`config.mk`:
```
export PLATFORM = sky130hd
export DESIGN_NAME = qhp_host_port
export DESIGN_NICKNAME = d
export VERILOG_FILES = /design/src/logic/qhp_pkg.sv /design/src/logic/qhp_channel.sv /design/src/logic/qhp_host_port.sv
export SDC_FILE = /design/constraint.sdc
export NUM_CORES = 2
export LEC_CHECK = 0
export ABC_AREA = 1
export BUFFER_PORTS_ARGS = -buffer_cell sky130_fd_sc_hd__buf_2
export CORE_MARGIN = 3
export CORE_UTILIZATION = 65
export DETAILED_ROUTE_END_ITERATION = 8
export PLACE_DENSITY = 0.82
export SLEW_MARGIN = 20
export SYNTH_ARGS = -nofsm -noshare
export SYNTH_HDL_FRONTEND = slang
export SYNTH_SLANG_ARGS = --single-unit
```
`constraint.sdc`:
```
create_clock -name mclk_i -period 9.6 [get_ports mclk_i]
set_clock_uncertainty 0.2 [all_clocks]
set_input_delay 0.96 -clock mclk_i [delete_from_list [all_inputs] [get_ports mclk_i]]
set_output_delay 0.96 -clock mclk_i [all_outputs]
set_load 0.01 [all_outputs]
```
`src/logic/qhp_pkg.sv`:
```
// Package: constants for the four-channel UART host port block.
// Assumes: one 20 MHz clock domain; bus inputs already synchronous.
package qhp_pkg;
  localparam int          NUM_CHAN       = 4;
  localparam int          DATA_W         = 8;
  localparam int          ADDR_W         = 3;
  localparam int          FIFO_DEPTH     = 32;
  localparam int          CNT_W          = 6;
  localparam int          CLK_PERIOD_NS  = 50;
  localparam int          RESET_MIN_NS   = 40;
  localparam int          RESET_CYCLES   = (RESET_MIN_NS + CLK_PERIOD_NS - 1) / CLK_PERIOD_NS;
  // Register offsets within a channel
  localparam logic [2:0]  OFS_DATA       = 3'h0;
  localparam logic [2:0]  OFS_FCTL       = 3'h2;
  localparam logic [2:0]  OFS_MCTL       = 3'h4;
  localparam logic [2:0]  OFS_LSTAT      = 3'h5;
  localparam logic [2:0]  OFS_SCRATCH    = 3'h7;
  // Field positions
  localparam int          FCTL_FIFO_EN   = 0;
  localparam int          FCTL_BLOCK     = 3;
  localparam int          FCTL_RXTRG_LO  = 6;
  localparam int          FCTL_TXTRG_LO  = 4;
  localparam int          MCTL_IRQ_GATE  = 3;
  localparam int          LSTAT_RX_AVAIL = 0;
  localparam int          LSTAT_TX_ROOM  = 5;
  localparam int          LSTAT_TX_EMPTY = 6;
  // Reset values
  localparam logic [7:0]  FCTL_RESET     = 8'h00;
  localparam logic [7:0]  MCTL_RESET     = 8'h00;
  localparam logic [7:0]  SCRATCH_RESET  = 8'hFF;
  // Bus access state
  typedef enum logic [1:0] {
    QHP_IDLE  = 2'b00,
    QHP_READ  = 2'b01,
    QHP_WRITE = 2'b10
  } qhp_bus_state_t;
endpackage

```
`src/logic/qhp_channel.sv`:
```
// Module: one UART channel register set with transmit and receive FIFO levels.
// Assumes: strobes are single-cycle pulses; serial side gives tx drain and rx fill pulses.
`timescale 1ns/1ps
module qhp_channel (
  input  wire logic        mclk_i,
  input  wire logic        reset_i,
  input  wire logic        wr_i,
  input  wire logic        rd_i,
  input  wire logic [2:0]  addr_i,
  input  wire logic [7:0]  wdata_i,
  output logic      [7:0]  rdata_o,
  input  wire logic        tx_drain_i,
  input  wire logic        rx_fill_i,
  input  wire logic [7:0]  rx_byte_i,
  input  wire logic        rx_timeout_i,
  input  wire logic        irq_style_sel_i,
  output logic             tx_irq_o,
  output logic             rx_irq_o,
  output logic             irq_en_o,
  output logic             rx_ready_n_o,
  output logic             tx_ready_n_o
);
  logic [7:0] fifo_control;
  logic [7:0] modem_control;
  logic [7:0] scratch;
  logic [7:0] rx_mem [qhp_pkg::FIFO_DEPTH];
  logic [4:0] rx_wp;
  logic [4:0] rx_rp;
  logic [5:0] tx_cnt;
  logic [5:0] rx_cnt;
  logic [5:0] next_rx_cnt;
  logic       rx_blk_low;
  logic       fifo_en;
  logic       blk;
  logic [5:0] cap;
  logic [5:0] tx_trg;
  logic [5:0] rx_trg;
  logic       tx_push;
  logic       rx_pop;
  logic       rx_push;
  logic       tx_pull;

  function automatic logic [5:0] trig_level(input logic [1:0] sel);
    unique case (sel)
      2'h0:    trig_level = 6'h08;
      2'h1:    trig_level = 6'h10;
      2'h2:    trig_level = 6'h18;
      2'h3:    trig_level = 6'h1C;
    endcase
  endfunction

  assign fifo_en = fifo_control[qhp_pkg::FCTL_FIFO_EN];
  assign blk     = fifo_en & fifo_control[qhp_pkg::FCTL_BLOCK];
  assign cap     = fifo_en ? 6'(qhp_pkg::FIFO_DEPTH) : 6'h01;
  assign tx_trg  = trig_level(fifo_control[qhp_pkg::FCTL_TXTRG_LO +: 2]);
  assign rx_trg  = trig_level(fifo_control[qhp_pkg::FCTL_RXTRG_LO +: 2]);
  assign tx_push = wr_i && addr_i == qhp_pkg::OFS_DATA && tx_cnt < cap;
  assign rx_pop  = rd_i && addr_i == qhp_pkg::OFS_DATA && rx_cnt != 6'h00;
  assign rx_push = rx_fill_i && rx_cnt < cap;
  assign tx_pull = tx_drain_i && tx_cnt != 6'h00;
  assign next_rx_cnt = rx_cnt + {5'h00, rx_push} - {5'h00, rx_pop};

  // Control registers
  always_ff @(posedge mclk_i)
  begin
    if (reset_i)
    begin
      fifo_control  <= qhp_pkg::FCTL_RESET;
      modem_control <= qhp_pkg::MCTL_RESET;
      scratch       <= qhp_pkg::SCRATCH_RESET;
    end
    else if (wr_i)
    begin
      if (addr_i == qhp_pkg::OFS_FCTL)
        fifo_control <= wdata_i;
      if (addr_i == qhp_pkg::OFS_MCTL)
        modem_control <= wdata_i;
      if (addr_i == qhp_pkg::OFS_SCRATCH)
        scratch <= wdata_i;
    end
  end

  // Transmit level
  always_ff @(posedge mclk_i)
  begin
    if (reset_i)
      tx_cnt <= 6'h00;
    else
      tx_cnt <= tx_cnt + {5'h00, tx_push} - {5'h00, tx_pull};
  end

  // Receive FIFO
  always_ff @(posedge mclk_i)
  begin
    if (reset_i)
    begin
      rx_wp  <= 5'h00;
      rx_rp  <= 5'h00;
      rx_cnt <= 6'h00;
    end
    else
    begin
      if (rx_push)
      begin
        rx_mem[rx_wp] <= rx_byte_i;
        rx_wp         <= rx_wp + 5'h01;
      end
      if (rx_pop)
        rx_rp <= rx_rp + 5'h01;
      rx_cnt <= next_rx_cnt;
    end
  end

  // Block mode receive ready latch
  always_ff @(posedge mclk_i)
  begin
    if (reset_i)
      rx_blk_low <= 1'b0;
    else if (next_rx_cnt == 6'h00)
      rx_blk_low <= 1'b0;
    else if (next_rx_cnt >= rx_trg || rx_timeout_i)
      rx_blk_low <= 1'b1;
  end

  // Read data
  always_comb
  begin
    unique case (addr_i)
      qhp_pkg::OFS_DATA:    rdata_o = rx_cnt != 6'h00 ? rx_mem[rx_rp] : 8'h00;
      qhp_pkg::OFS_FCTL:    rdata_o = fifo_control;
      qhp_pkg::OFS_MCTL:    rdata_o = modem_control;
      qhp_pkg::OFS_LSTAT:   rdata_o = {1'b0,
                                       tx_cnt == 6'h00,
                                       tx_cnt < cap,
                                       4'h0, rx_cnt != 6'h00};
      qhp_pkg::OFS_SCRATCH: rdata_o = scratch;
      default:              rdata_o = 8'h00;
    endcase
  end

  // Outputs from this channel only
  always_comb
  begin
    if (!fifo_en)
    begin
      tx_irq_o     = tx_cnt == 6'h00;
      rx_irq_o     = rx_cnt != 6'h00;
      rx_ready_n_o = rx_cnt == 6'h00;
      tx_ready_n_o = tx_cnt != 6'h00;
    end
    else
    begin
      tx_irq_o     = tx_cnt <= tx_trg;
      rx_irq_o     = rx_cnt >= rx_trg;
      if (blk)
      begin
        rx_ready_n_o = !rx_blk_low;
        tx_ready_n_o = tx_cnt == 6'(qhp_pkg::FIFO_DEPTH);
      end
      else
      begin
        rx_ready_n_o = rx_cnt == 6'h00;
        tx_ready_n_o = tx_cnt != 6'h00;
      end
    end
  end

  // Interrupt enable style
  assign irq_en_o = irq_style_sel_i | modem_control[qhp_pkg::MCTL_IRQ_GATE];
endmodule // qhp_channel

```
`src/logic/qhp_host_port.sv`:
```
// Module: host bus port of a four-channel UART, channel select and status pins.
// Assumes: bus pins sampled as synchronous to mclk_i; oscillator feeds baud logic elsewhere.
`timescale 1ns/1ps
// Notes on behaviour
// - Eight data bits, three address lines, read and write strobes.
// - Bus access needs only selects and strobes, not the oscillator.
// - All channels share one data bus; select decides who answers.
// - High reset longer than 40 ns returns every register to default.
// - Four-select mode: each low select enables its own channel.
// - Four-select mode, all selects low: writes go to every channel together.
// - Single-select mode: two address bits pick channel A to D.
// - Channel address bits used only in single-select mode.
// - Each channel has its own independent register set.
// - FIFO on: transmit interrupt low above trigger, high otherwise.
// - FIFO off: receive interrupt high when a byte is held.
// - FIFO on: receive interrupt high above trigger, low below.
// - FIFO off: ready pins follow single holding registers.
// - FIFO on, no block: receive ready low while data present.
// - FIFO on, no block: transmit ready low when FIFO empty.
// - Block: receive ready falls at trigger or timeout, rises when empty.
// - Block: transmit ready low while room remains, high when full.
// - FIFO control bit 3 selects single or block signalling.
// - Line status bits 5 and 6 show room and fully empty.
// - Oscillator feeds only baud generators, not bus logic.
// - Four-select mode: irq style input and modem control bit 3 gate interrupt pins.
module qhp_host_port (
  input  wire logic        mclk_i,
  input  wire logic        reset_i,
  input  wire logic        bus_type_i,
  input  wire logic        chan_a_select_n_i,
  input  wire logic        chan_b_select_n_i,
  input  wire logic        chan_c_select_n_i,
  input  wire logic        chan_d_select_n_i,
  input  wire logic        chan_addr_hi_i,
  input  wire logic        chan_addr_lo_i,
  input  wire logic        read_strobe_n_i,
  input  wire logic        write_strobe_n_i,
  input  wire logic [2:0]  addr_i,
  input  wire logic [7:0]  data_i,
  output logic      [7:0]  data_o,
  output logic             data_oe_o,
  input  wire logic        irq_style_sel_i,
  input  wire logic [3:0]  tx_drain_i,
  input  wire logic [3:0]  rx_fill_i,
  input  wire logic [7:0]  rx_byte_i,
  input  wire logic [3:0]  rx_timeout_i,
  output logic      [3:0]  irq_o,
  output logic      [3:0]  irq_oe_o,
  output logic      [3:0]  rx_ready_n_o,
  output logic      [3:0]  tx_ready_n_o
);
  qhp_pkg::qhp_bus_state_t state;
  qhp_pkg::qhp_bus_state_t next_state;
  logic [3:0] sel;
  logic [3:0] sel_q;
  logic [2:0] addr_q;
  logic [7:0] wdata_q;
  logic [3:0] wr_p;
  logic [3:0] rd_p;
  logic [7:0] rdata [4];
  logic [3:0] tx_irq;
  logic [3:0] rx_irq;
  logic [3:0] irq_en;

  function automatic logic [3:0] one_hot2(input logic [1:0] v);
    one_hot2 = 4'h1 << v;
  endfunction

  // Channel decode
  always_comb
  begin
    if (bus_type_i)
      sel = ~{chan_d_select_n_i, chan_c_select_n_i, chan_b_select_n_i, chan_a_select_n_i};
    else if (!chan_a_select_n_i)
      sel = one_hot2({chan_addr_hi_i, chan_addr_lo_i});
    else
      sel = 4'h0;
  end

  // Strobe edge detection; access done on strobe deassertion
  always_comb
  begin
    next_state = state;
    unique case (state)
      qhp_pkg::QHP_IDLE:
        if (!write_strobe_n_i && sel != 4'h0)
          next_state = qhp_pkg::QHP_WRITE;
        else if (!read_strobe_n_i && sel != 4'h0)
          next_state = qhp_pkg::QHP_READ;
      qhp_pkg::QHP_READ:
        if (read_strobe_n_i)
          next_state = qhp_pkg::QHP_IDLE;
      qhp_pkg::QHP_WRITE:
        if (write_strobe_n_i)
          next_state = qhp_pkg::QHP_IDLE;
      default:
        next_state = qhp_pkg::QHP_IDLE;
    endcase
  end

  always_ff @(posedge mclk_i)
  begin
    if (reset_i)
      state <= qhp_pkg::QHP_IDLE;
    else
      state <= next_state;
  end

  // Capture select, address and data during the strobe
  always_ff @(posedge mclk_i)
  begin
    if (reset_i)
    begin
      sel_q   <= 4'h0;
      addr_q  <= 3'h0;
      wdata_q <= 8'h00;
    end
    else if (state == qhp_pkg::QHP_IDLE)
    begin
      sel_q   <= sel;
      addr_q  <= addr_i;
      wdata_q <= data_i;
    end
    else if (state == qhp_pkg::QHP_WRITE && !write_strobe_n_i)
      wdata_q <= data_i;
  end

  // Write to every selected channel, read on strobe end
  assign wr_p = (state == qhp_pkg::QHP_WRITE && write_strobe_n_i) ? sel_q : 4'h0;
  assign rd_p = (state == qhp_pkg::QHP_READ && read_strobe_n_i) ? sel_q : 4'h0;

  genvar gi;
  generate
    for (gi = 0; gi < qhp_pkg::NUM_CHAN; gi++)
    begin : g_chan
      qhp_channel u_chan (
        .mclk_i          (mclk_i),
        .reset_i         (reset_i),
        .wr_i            (wr_p[gi]),
        .rd_i            (rd_p[gi]),
        .addr_i          (addr_q),
        .wdata_i         (wdata_q),
        .rdata_o         (rdata[gi]),
        .tx_drain_i      (tx_drain_i[gi]),
        .rx_fill_i       (rx_fill_i[gi]),
        .rx_byte_i       (rx_byte_i),
        .rx_timeout_i    (rx_timeout_i[gi]),
        .irq_style_sel_i (irq_style_sel_i),
        .tx_irq_o        (tx_irq[gi]),
        .rx_irq_o        (rx_irq[gi]),
        .irq_en_o        (irq_en[gi]),
        .rx_ready_n_o    (rx_ready_n_o[gi]),
        .tx_ready_n_o    (tx_ready_n_o[gi])
      );
    end
  endgenerate

  // Shared read bus; host reads one channel at a time
  always_ff @(posedge mclk_i)
  begin
    if (reset_i)
      data_o <= 8'h00;
    else
      data_o <= (sel_q[0] ? rdata[0] : 8'h00) | (sel_q[1] ? rdata[1] : 8'h00)
              | (sel_q[2] ? rdata[2] : 8'h00) | (sel_q[3] ? rdata[3] : 8'h00);
  end

  assign data_oe_o = state == qhp_pkg::QHP_READ && !read_strobe_n_i;

  // Interrupt pins, gated in four-select mode
  always_comb
  begin
    for (int i = 0; i < qhp_pkg::NUM_CHAN; i++)
    begin
      irq_o[i]    = tx_irq[i] | rx_irq[i];
      irq_oe_o[i] = !bus_type_i | irq_en[i];
    end
  end
endmodule // qhp_host_port

```
Word-level counts from Yosys, hierarchy flattened. Memory sizes are Yosys's and may differ from the RTL's. A register that Yosys moved wholly into a read port is not among the register bits. Cells that the tools add are included.

Flip-flop bits (word level): 213. Bits in latches: 0. Memory bits (writable): 1024. Bits in read-only memories: 0. Input port bits: 43. Word-level logic and storage cells: 312. Memories: 4.

Memories: g_chan[0].u_chan.rx_mem (depth 32, bits a word 8, read ports 1, clocked after Yosys merged registers in 1, wr ports 1, line qhp_channel.sv:26) `logic [7:0] rx_mem [qhp_pkg::FIFO_DEPTH];`; g_chan[1].u_chan.rx_mem (depth 32, bits a word 8, read ports 1, clocked after Yosys merged registers in 1, wr ports 1, line qhp_channel.sv:26); g_chan[2].u_chan.rx_mem (depth 32, bits a word 8, read ports 1, clocked after Yosys merged registers in 1, wr ports 1, line qhp_channel.sv:26); g_chan[3].u_chan.rx_mem (depth 32, bits a word 8, read ports 1, clocked after Yosys merged registers in 1, wr ports 1, line qhp_channel.sv:26).

Add/subtract/negate cells: 24. $mul: 0. Divide/modulo/power cells: 0. Order comparisons: 20. Eq/ne operators: 37. Shift-type cells: 1. Multiplexer cells: 79. Bitwise logic cells: 20. Reduce and logical (&&, ||, !) cells: 90.

Operators by type and width (count): $pmux 6 s4 (8); $pmux 8 s5 (4); $mux 8 (10); $logic_not 6->1 (12); $add 6x1->6 (8); $ge 6x6->1 (8); $lt 6x6->1 (8); $reduce_bool 6->1 (8); $sub 6x1->6 (8); $add 5x1->5 const B (8); $mux 5 (8); $mux 1 (36); $eq 2x2->1 const B (17); $logic_and 1x1->1 (30); $eq 6x6->1 const B (4); $le 6x6->1 (4); $mux 6 (4); $or 8x8->8 (3); $reduce_and 2->1 (12); $eq 2x1->1 const B (9); $logic_not 2->1 (9); $mux 4 (4); $or 1x1->1 (12); $eq 3x3->1 const B (3); other kinds (15) (34).

Longest topological paths before layout.
Word-level depth: 8. Gate-level depth with buffers: 22. Depth with buffers taken out: 22.

Cells and area by module. Synthesis repeated with hierarchy kept, for this count alone.

Cells, all modules: 5422. Area total of the unflattened synthesis: 55363.1 um^2.

By module, submodules not included: qhp_channel at g_chan[2].u_chan (instances 1, cells an instance 1311, area each 13633.1 um^2, seq. area each 8728.4 um^2); qhp_channel at g_chan[0].u_chan (instances 1, cells an instance 1312, area each 13605.5 um^2, seq. area each 8728.4 um^2); qhp_channel at g_chan[1].u_chan (instances 1, cells an instance 1309, area each 13470.4 um^2, seq. area each 8728.4 um^2); qhp_channel at g_chan[3].u_chan (instances 1, cells an instance 1304, area each 13424.1 um^2, seq. area each 8728.4 um^2); qhp_host_port (instances 1, cells an instance 186, area each 1229.9 um^2, seq. area each 500.5 um^2).

Least setup slack after synthesis. No wires, ideal clock.

Kind: in2reg. From: in read_strobe_n_i. To: reg g_chan[2].u_chan.rx_blk_low. Setup time: 0.132 ns. Data arrival time: 3.292 ns. Data required time: 9.268 ns. Setup slack: 5.976 ns. Stages: 15. Buffers on the path: 0. Path through: and3_1 nand2_1 inv_1 ha_1 inv_1 ha_1 inv_1 fa_1 o21ai_0 xor2_1 ha_1 inv_1 o21ai_0 o21ai_0 a21oi_1.

Longest elaborated chain between the ends: 7.

RTL lines: start, declared (line qhp_host_port.sv:36) `input wire logic read_strobe_n_i,`; $logic_and 1x1->1 (*) (line qhp_host_port.sv:130) `assign rd_p = (state == qhp_pkg::QHP_READ && read_strobe_n_i) ? sel_q : 4'h0;`; $mux 4 (*) (line qhp_host_port.sv:130); $logic_and 1x1->1 (*) (2 in a row) (line qhp_channel.sv:58) `assign rx_pop = rd_i && addr_i == qhp_pkg::OFS_DATA && rx_cnt != 6'h00;`; net g_chan[2].u_chan.rx_pop (line qhp_channel.sv:39) `logic rx_pop;`; $sub 6x1->6 (*) (line qhp_channel.sv:61) `assign next_rx_cnt = rx_cnt + {5'h00, rx_push} - {5'h00, rx_pop};`; net g_chan[2].u_chan.next_rx_cnt[4] (line qhp_channel.sv:31) `logic [5:0] next_rx_cnt;`; $ge 6x6->1 / $logic_not 6->1 (equally long branches) (line qhp_channel.sv:121, qhp_channel.sv:119); $logic_or 1x1->1 / $reduce_or 2->1 (equally long branches); end signal, assigned (line qhp_channel.sv:118) `rx_blk_low <= 1'b0;`; end signal, assigned (line qhp_channel.sv:120) `rx_blk_low <= 1'b0;`; end signal, assigned (line qhp_channel.sv:122) `rx_blk_low <= 1'b1;`; end, declared (line qhp_channel.sv:32) `logic rx_blk_low;`.

The timed path passes the listed nets; every way through them passes the cells marked *. A chain may end at the register's enable or synchronous reset.

==> impl_results.md <==
* Core Region at 0.0826 mm²
* Synth cell types at 52
* Later-pin clock latency in the skew report at 0.71 ns
* CP Capture Type: flop
* RSZ-0062 raised after global routing: no
* Worst path most repeated cell: nand2_1
* I/O pin count at 68
* Kind of critical path: reg2reg
* Min Tclk post-route at 4.04 ns
* VDD IR-drop max at 0.219 mV
* Worst setup margin at 5.56 ns
* CTS root buffer: clkbuf_16
* Post-CTS Setup Repair Bufs at 0
* Rows at 105
* First-pass GRT wire length at 209 mm
* Setup TNS at 0 ns
* Fin area at 0.0596 mm²
* Starting Density at 66.0%
* Fraction of registers with async set or reset after synthesis at 0%
* Worst-path cell chain: clkinv_2 -> buf_4 -> nand2_1 -> nand3_1 -> nand2_1 -> nand2_1 -> nand3_1 -> nand3_1 -> nand3_1 -> nand2_1 -> nand2_1 -> nand2_1 -> nor2_1 -> nor2_1
* Synthesized area at 0.0545 mm²
* Comb pwr share at 14.3%
* DRT Wirelength at 135 mm
* Final core utilization at 72.1%
* Switching Share at 26.2%
* Post-Place Setup Slack at 5.25 ns
* Max Cap Viol at 0
* WP data required at 9.98 ns
* Die X-Extent at 296 µm
* H-Tree Depth at 3
* Gp weighted congestion at 0.890
* Worst EP arrival at 4.42 ns
* CP startpoint kind: flop
* Synth top area share at 56.4%
* Vias at 39600
* WL/cell at 20.7 µm
* Leak Pwr at 22.8 nW
* Final Max Tran Viols at 0
* Most common cell in the synthesized netlist: nand2_1
* Number of synthesized flops with an enable pin at 1024
* Sw Pwr at 3.42 mW
* Seq/Total Area, Yosys at 64.9%
* Top post-synthesis cells by count: nand2_1 (1349), edfxtp_1 (1024), nand3_1 (718)
* Worst Hold Class: reg2reg
* Fill count at 5383
* Final nets at 5523
* Ratio of cells with drive above 1 in the final layout at 6.25%
* Grt ovf at 0
* Clock power frac at 38.4%
* Status: finished clean
* Vias/cell at 6.08
* Syn_nets at 5565
* Initial antenna violation count at 3
* Layout area overhead at 9.24%
* Leading area contributor after synthesis: edfxtp_1
* Internal cell power at 9.64 mW
* Slowest CP cell: clkinv_2
* Starting DRC count in detailed routing at 5181
* PD cells at 219 mW/mm²
* Largest net degree at the start of global routing at 112
* Gate Count Post-Synth at 5379
* Hold_buf cts at 0
* Period Utilization, post-route at 42.1%
* Total Routing Usage GR at 30.7%
* Final HPWL DP at 79.7 mm
* Residual DRC at 0
* Die Span Y at 296 µm
* Final hold viol count at 0
* Slew headroom at 25.2%
* F_max at 0.247 GHz
* Setup violators final at 0
* Avg Inst Size Synth at 10.1 µm²
* Placed cell areas at 0.0553 mm²
* Synth Warn # at 0
* Vias in the first global route at 38300
* Crit path max fanout at 69
* Number of buffers created by CTS at 119
* Post-synth top flop: edfxtp_1
* Post-CTS resize count at 0
* Port Buffers at 67
* CTS max path bufs at 3
* Dominant cells by area after synthesis: edfxtp_1 (56%), nand2_1 (9.3%), dfxtp_1 (8.6%)
* Clock slew at reported path FFs at 0.07 ns
* CTS tree: done
* Clk sink count at 1257
* Flop pwr share at 47.3%
* Slowest cell delay on critical path at 0.86 ns
* Die Area at 0.0874 mm²
* Post-route ant nets at 0
* DR pass1 iterations at 7
* Synth Register Bits at 1257
* Slew @ Worst Pin at 1.12 ns
kinds of logic after synthesis:
logic type,synth area share [%]
AND/OR/NAND/NOR,21.3
flip-flops,64.9
buffers and inverters,4.64
AO/OA/AOI/OAI,5.39
adder cells (fa/ha/maj),3.39
XOR/XNOR,0.241
multiplexers,0.0734
final timing paths:
check	cells past startpoint	slack (ns)	startpoint	to
worst max-delay path	14	5.56	flop	data_o[4]$_SDFF_PP0_
worst max register to register	14	5.56	flop	data_o[4]$_SDFF_PP0_
worst min register to register	2	0.26	g_chan[1].u_chan.fifo_control[1]$_SDFFE_PP0P_	g_chan[1].u_chan.fifo_control[1]$_SDFFE_PP0P_
worst min-delay path	2	0.26	g_chan[1].u_chan.fifo_control[1]$_SDFFE_PP0P_	g_chan[1].u_chan.fifo_control[1]$_SDFFE_PP0P_
metrics by stage:
step           std cells  power, mW  hold slack [ns]
3_5_place_dp        6285       8.11            0.244
4_1_cts             6511       13.0            0.254
2_1_floorplan       5379       7.54            0.219
6_report            6514       13.1            0.257
3_3_place_gp        6285       8.04            0.238
5_1_grt             6513       13.6            0.274
power groups by stage:
stage	clock network, mW	logic [mW]	registers, mW
floorplan	0	1.30	6.25
global placement	0	1.75	6.29
detailed placement	0	1.82	6.29
global route	5.24	2.12	6.20
finish	5.01	1.86	6.18
CTS	5.02	1.84	6.18
placed cells by master (no fill, tap or decap), drive strengths merged, types with 2 or more instances in the layout:
| cell | n |
|---|---|
| a211oi | 2 |
| a21boi | 4 |
| a21oi | 142 |
| a221oi | 6 |
| a22o | 10 |
| a31oi | 7 |
| and2 | 4 |
| and3 | 3 |
| buf | 107 |
| bufinv | 19 |
| clkbuf | 166 |
| clkinv | 40 |
| clkinvlp | 3 |
| dfxtp | 233 |
| diode | 2 |
| edfxtp | 1024 |
| fa | 8 |
| ha | 135 |
| inv | 337 |
| mux2i | 4 |
| nand2 | 1355 |
| nand3 | 719 |
| nand4 | 7 |
| nor2 | 683 |
| nor3 | 34 |
| nor4 | 5 |
| o2111ai | 2 |
| o211ai | 40 |
| o21a | 3 |
| o21ai | 308 |
| o21bai | 2 |
| o22ai | 6 |
| o31ai | 2 |
| xnor2 | 3 |
| xor2 | 12 |
area by class of cell:
| class | count | area [µm²] | area share, % |
|---|---|---|---|
| Tap cell | 1070 | 1340 | 2.25 |
| Clock buffer | 166 | 3360 | 5.64 |
| Sequential cell | 1257 | 35400 | 59.5 |
| Timing Repair Buffer | 107 | 686 | 1.15 |
| Antenna cell | 2 | 5.00 | 0.00840 |
| Multi-Input combinational cell | 3513 | 16600 | 27.8 |
| Clock inverter | 60 | 881 | 1.48 |
| Inverter | 339 | 1280 | 2.15 |
routing by layer:
layer | track usage (%) | wire length (µm)
met1 | 41.5 | 51000
met2 | 49.8 | 63900
met3 | 5.11 | 14100
met4 | 13.6 | 5790
met5 | 0 | 13
critical path, delay by kind of cell (launching register included):
kind                   cells  cell delay (ns)
flip-flops                 1             0.74
AND/OR/NAND/NOR           12             1.35
buffers and inverters      2             1.51
registers in the layout (all words and copies together), names as in the netlist, named ones only:
register / count
g_chan.u_chan.rx_mem: 1024
g_chan.u_chan.fifo_control: 32
g_chan.u_chan.modem_control: 32
g_chan.u_chan.scratch: 32
g_chan.u_chan.rx_cnt: 24
g_chan.u_chan.tx_cnt: 24
g_chan.u_chan.rx_rp: 20
g_chan.u_chan.rx_wp: 20
data_o: 8
wdata_q: 8
g_chan.u_chan.rx_blk_low: 4
sel_q: 4
addr_q: 3
state: 2
No activity file was read; power rests on OpenSTA's default activity.
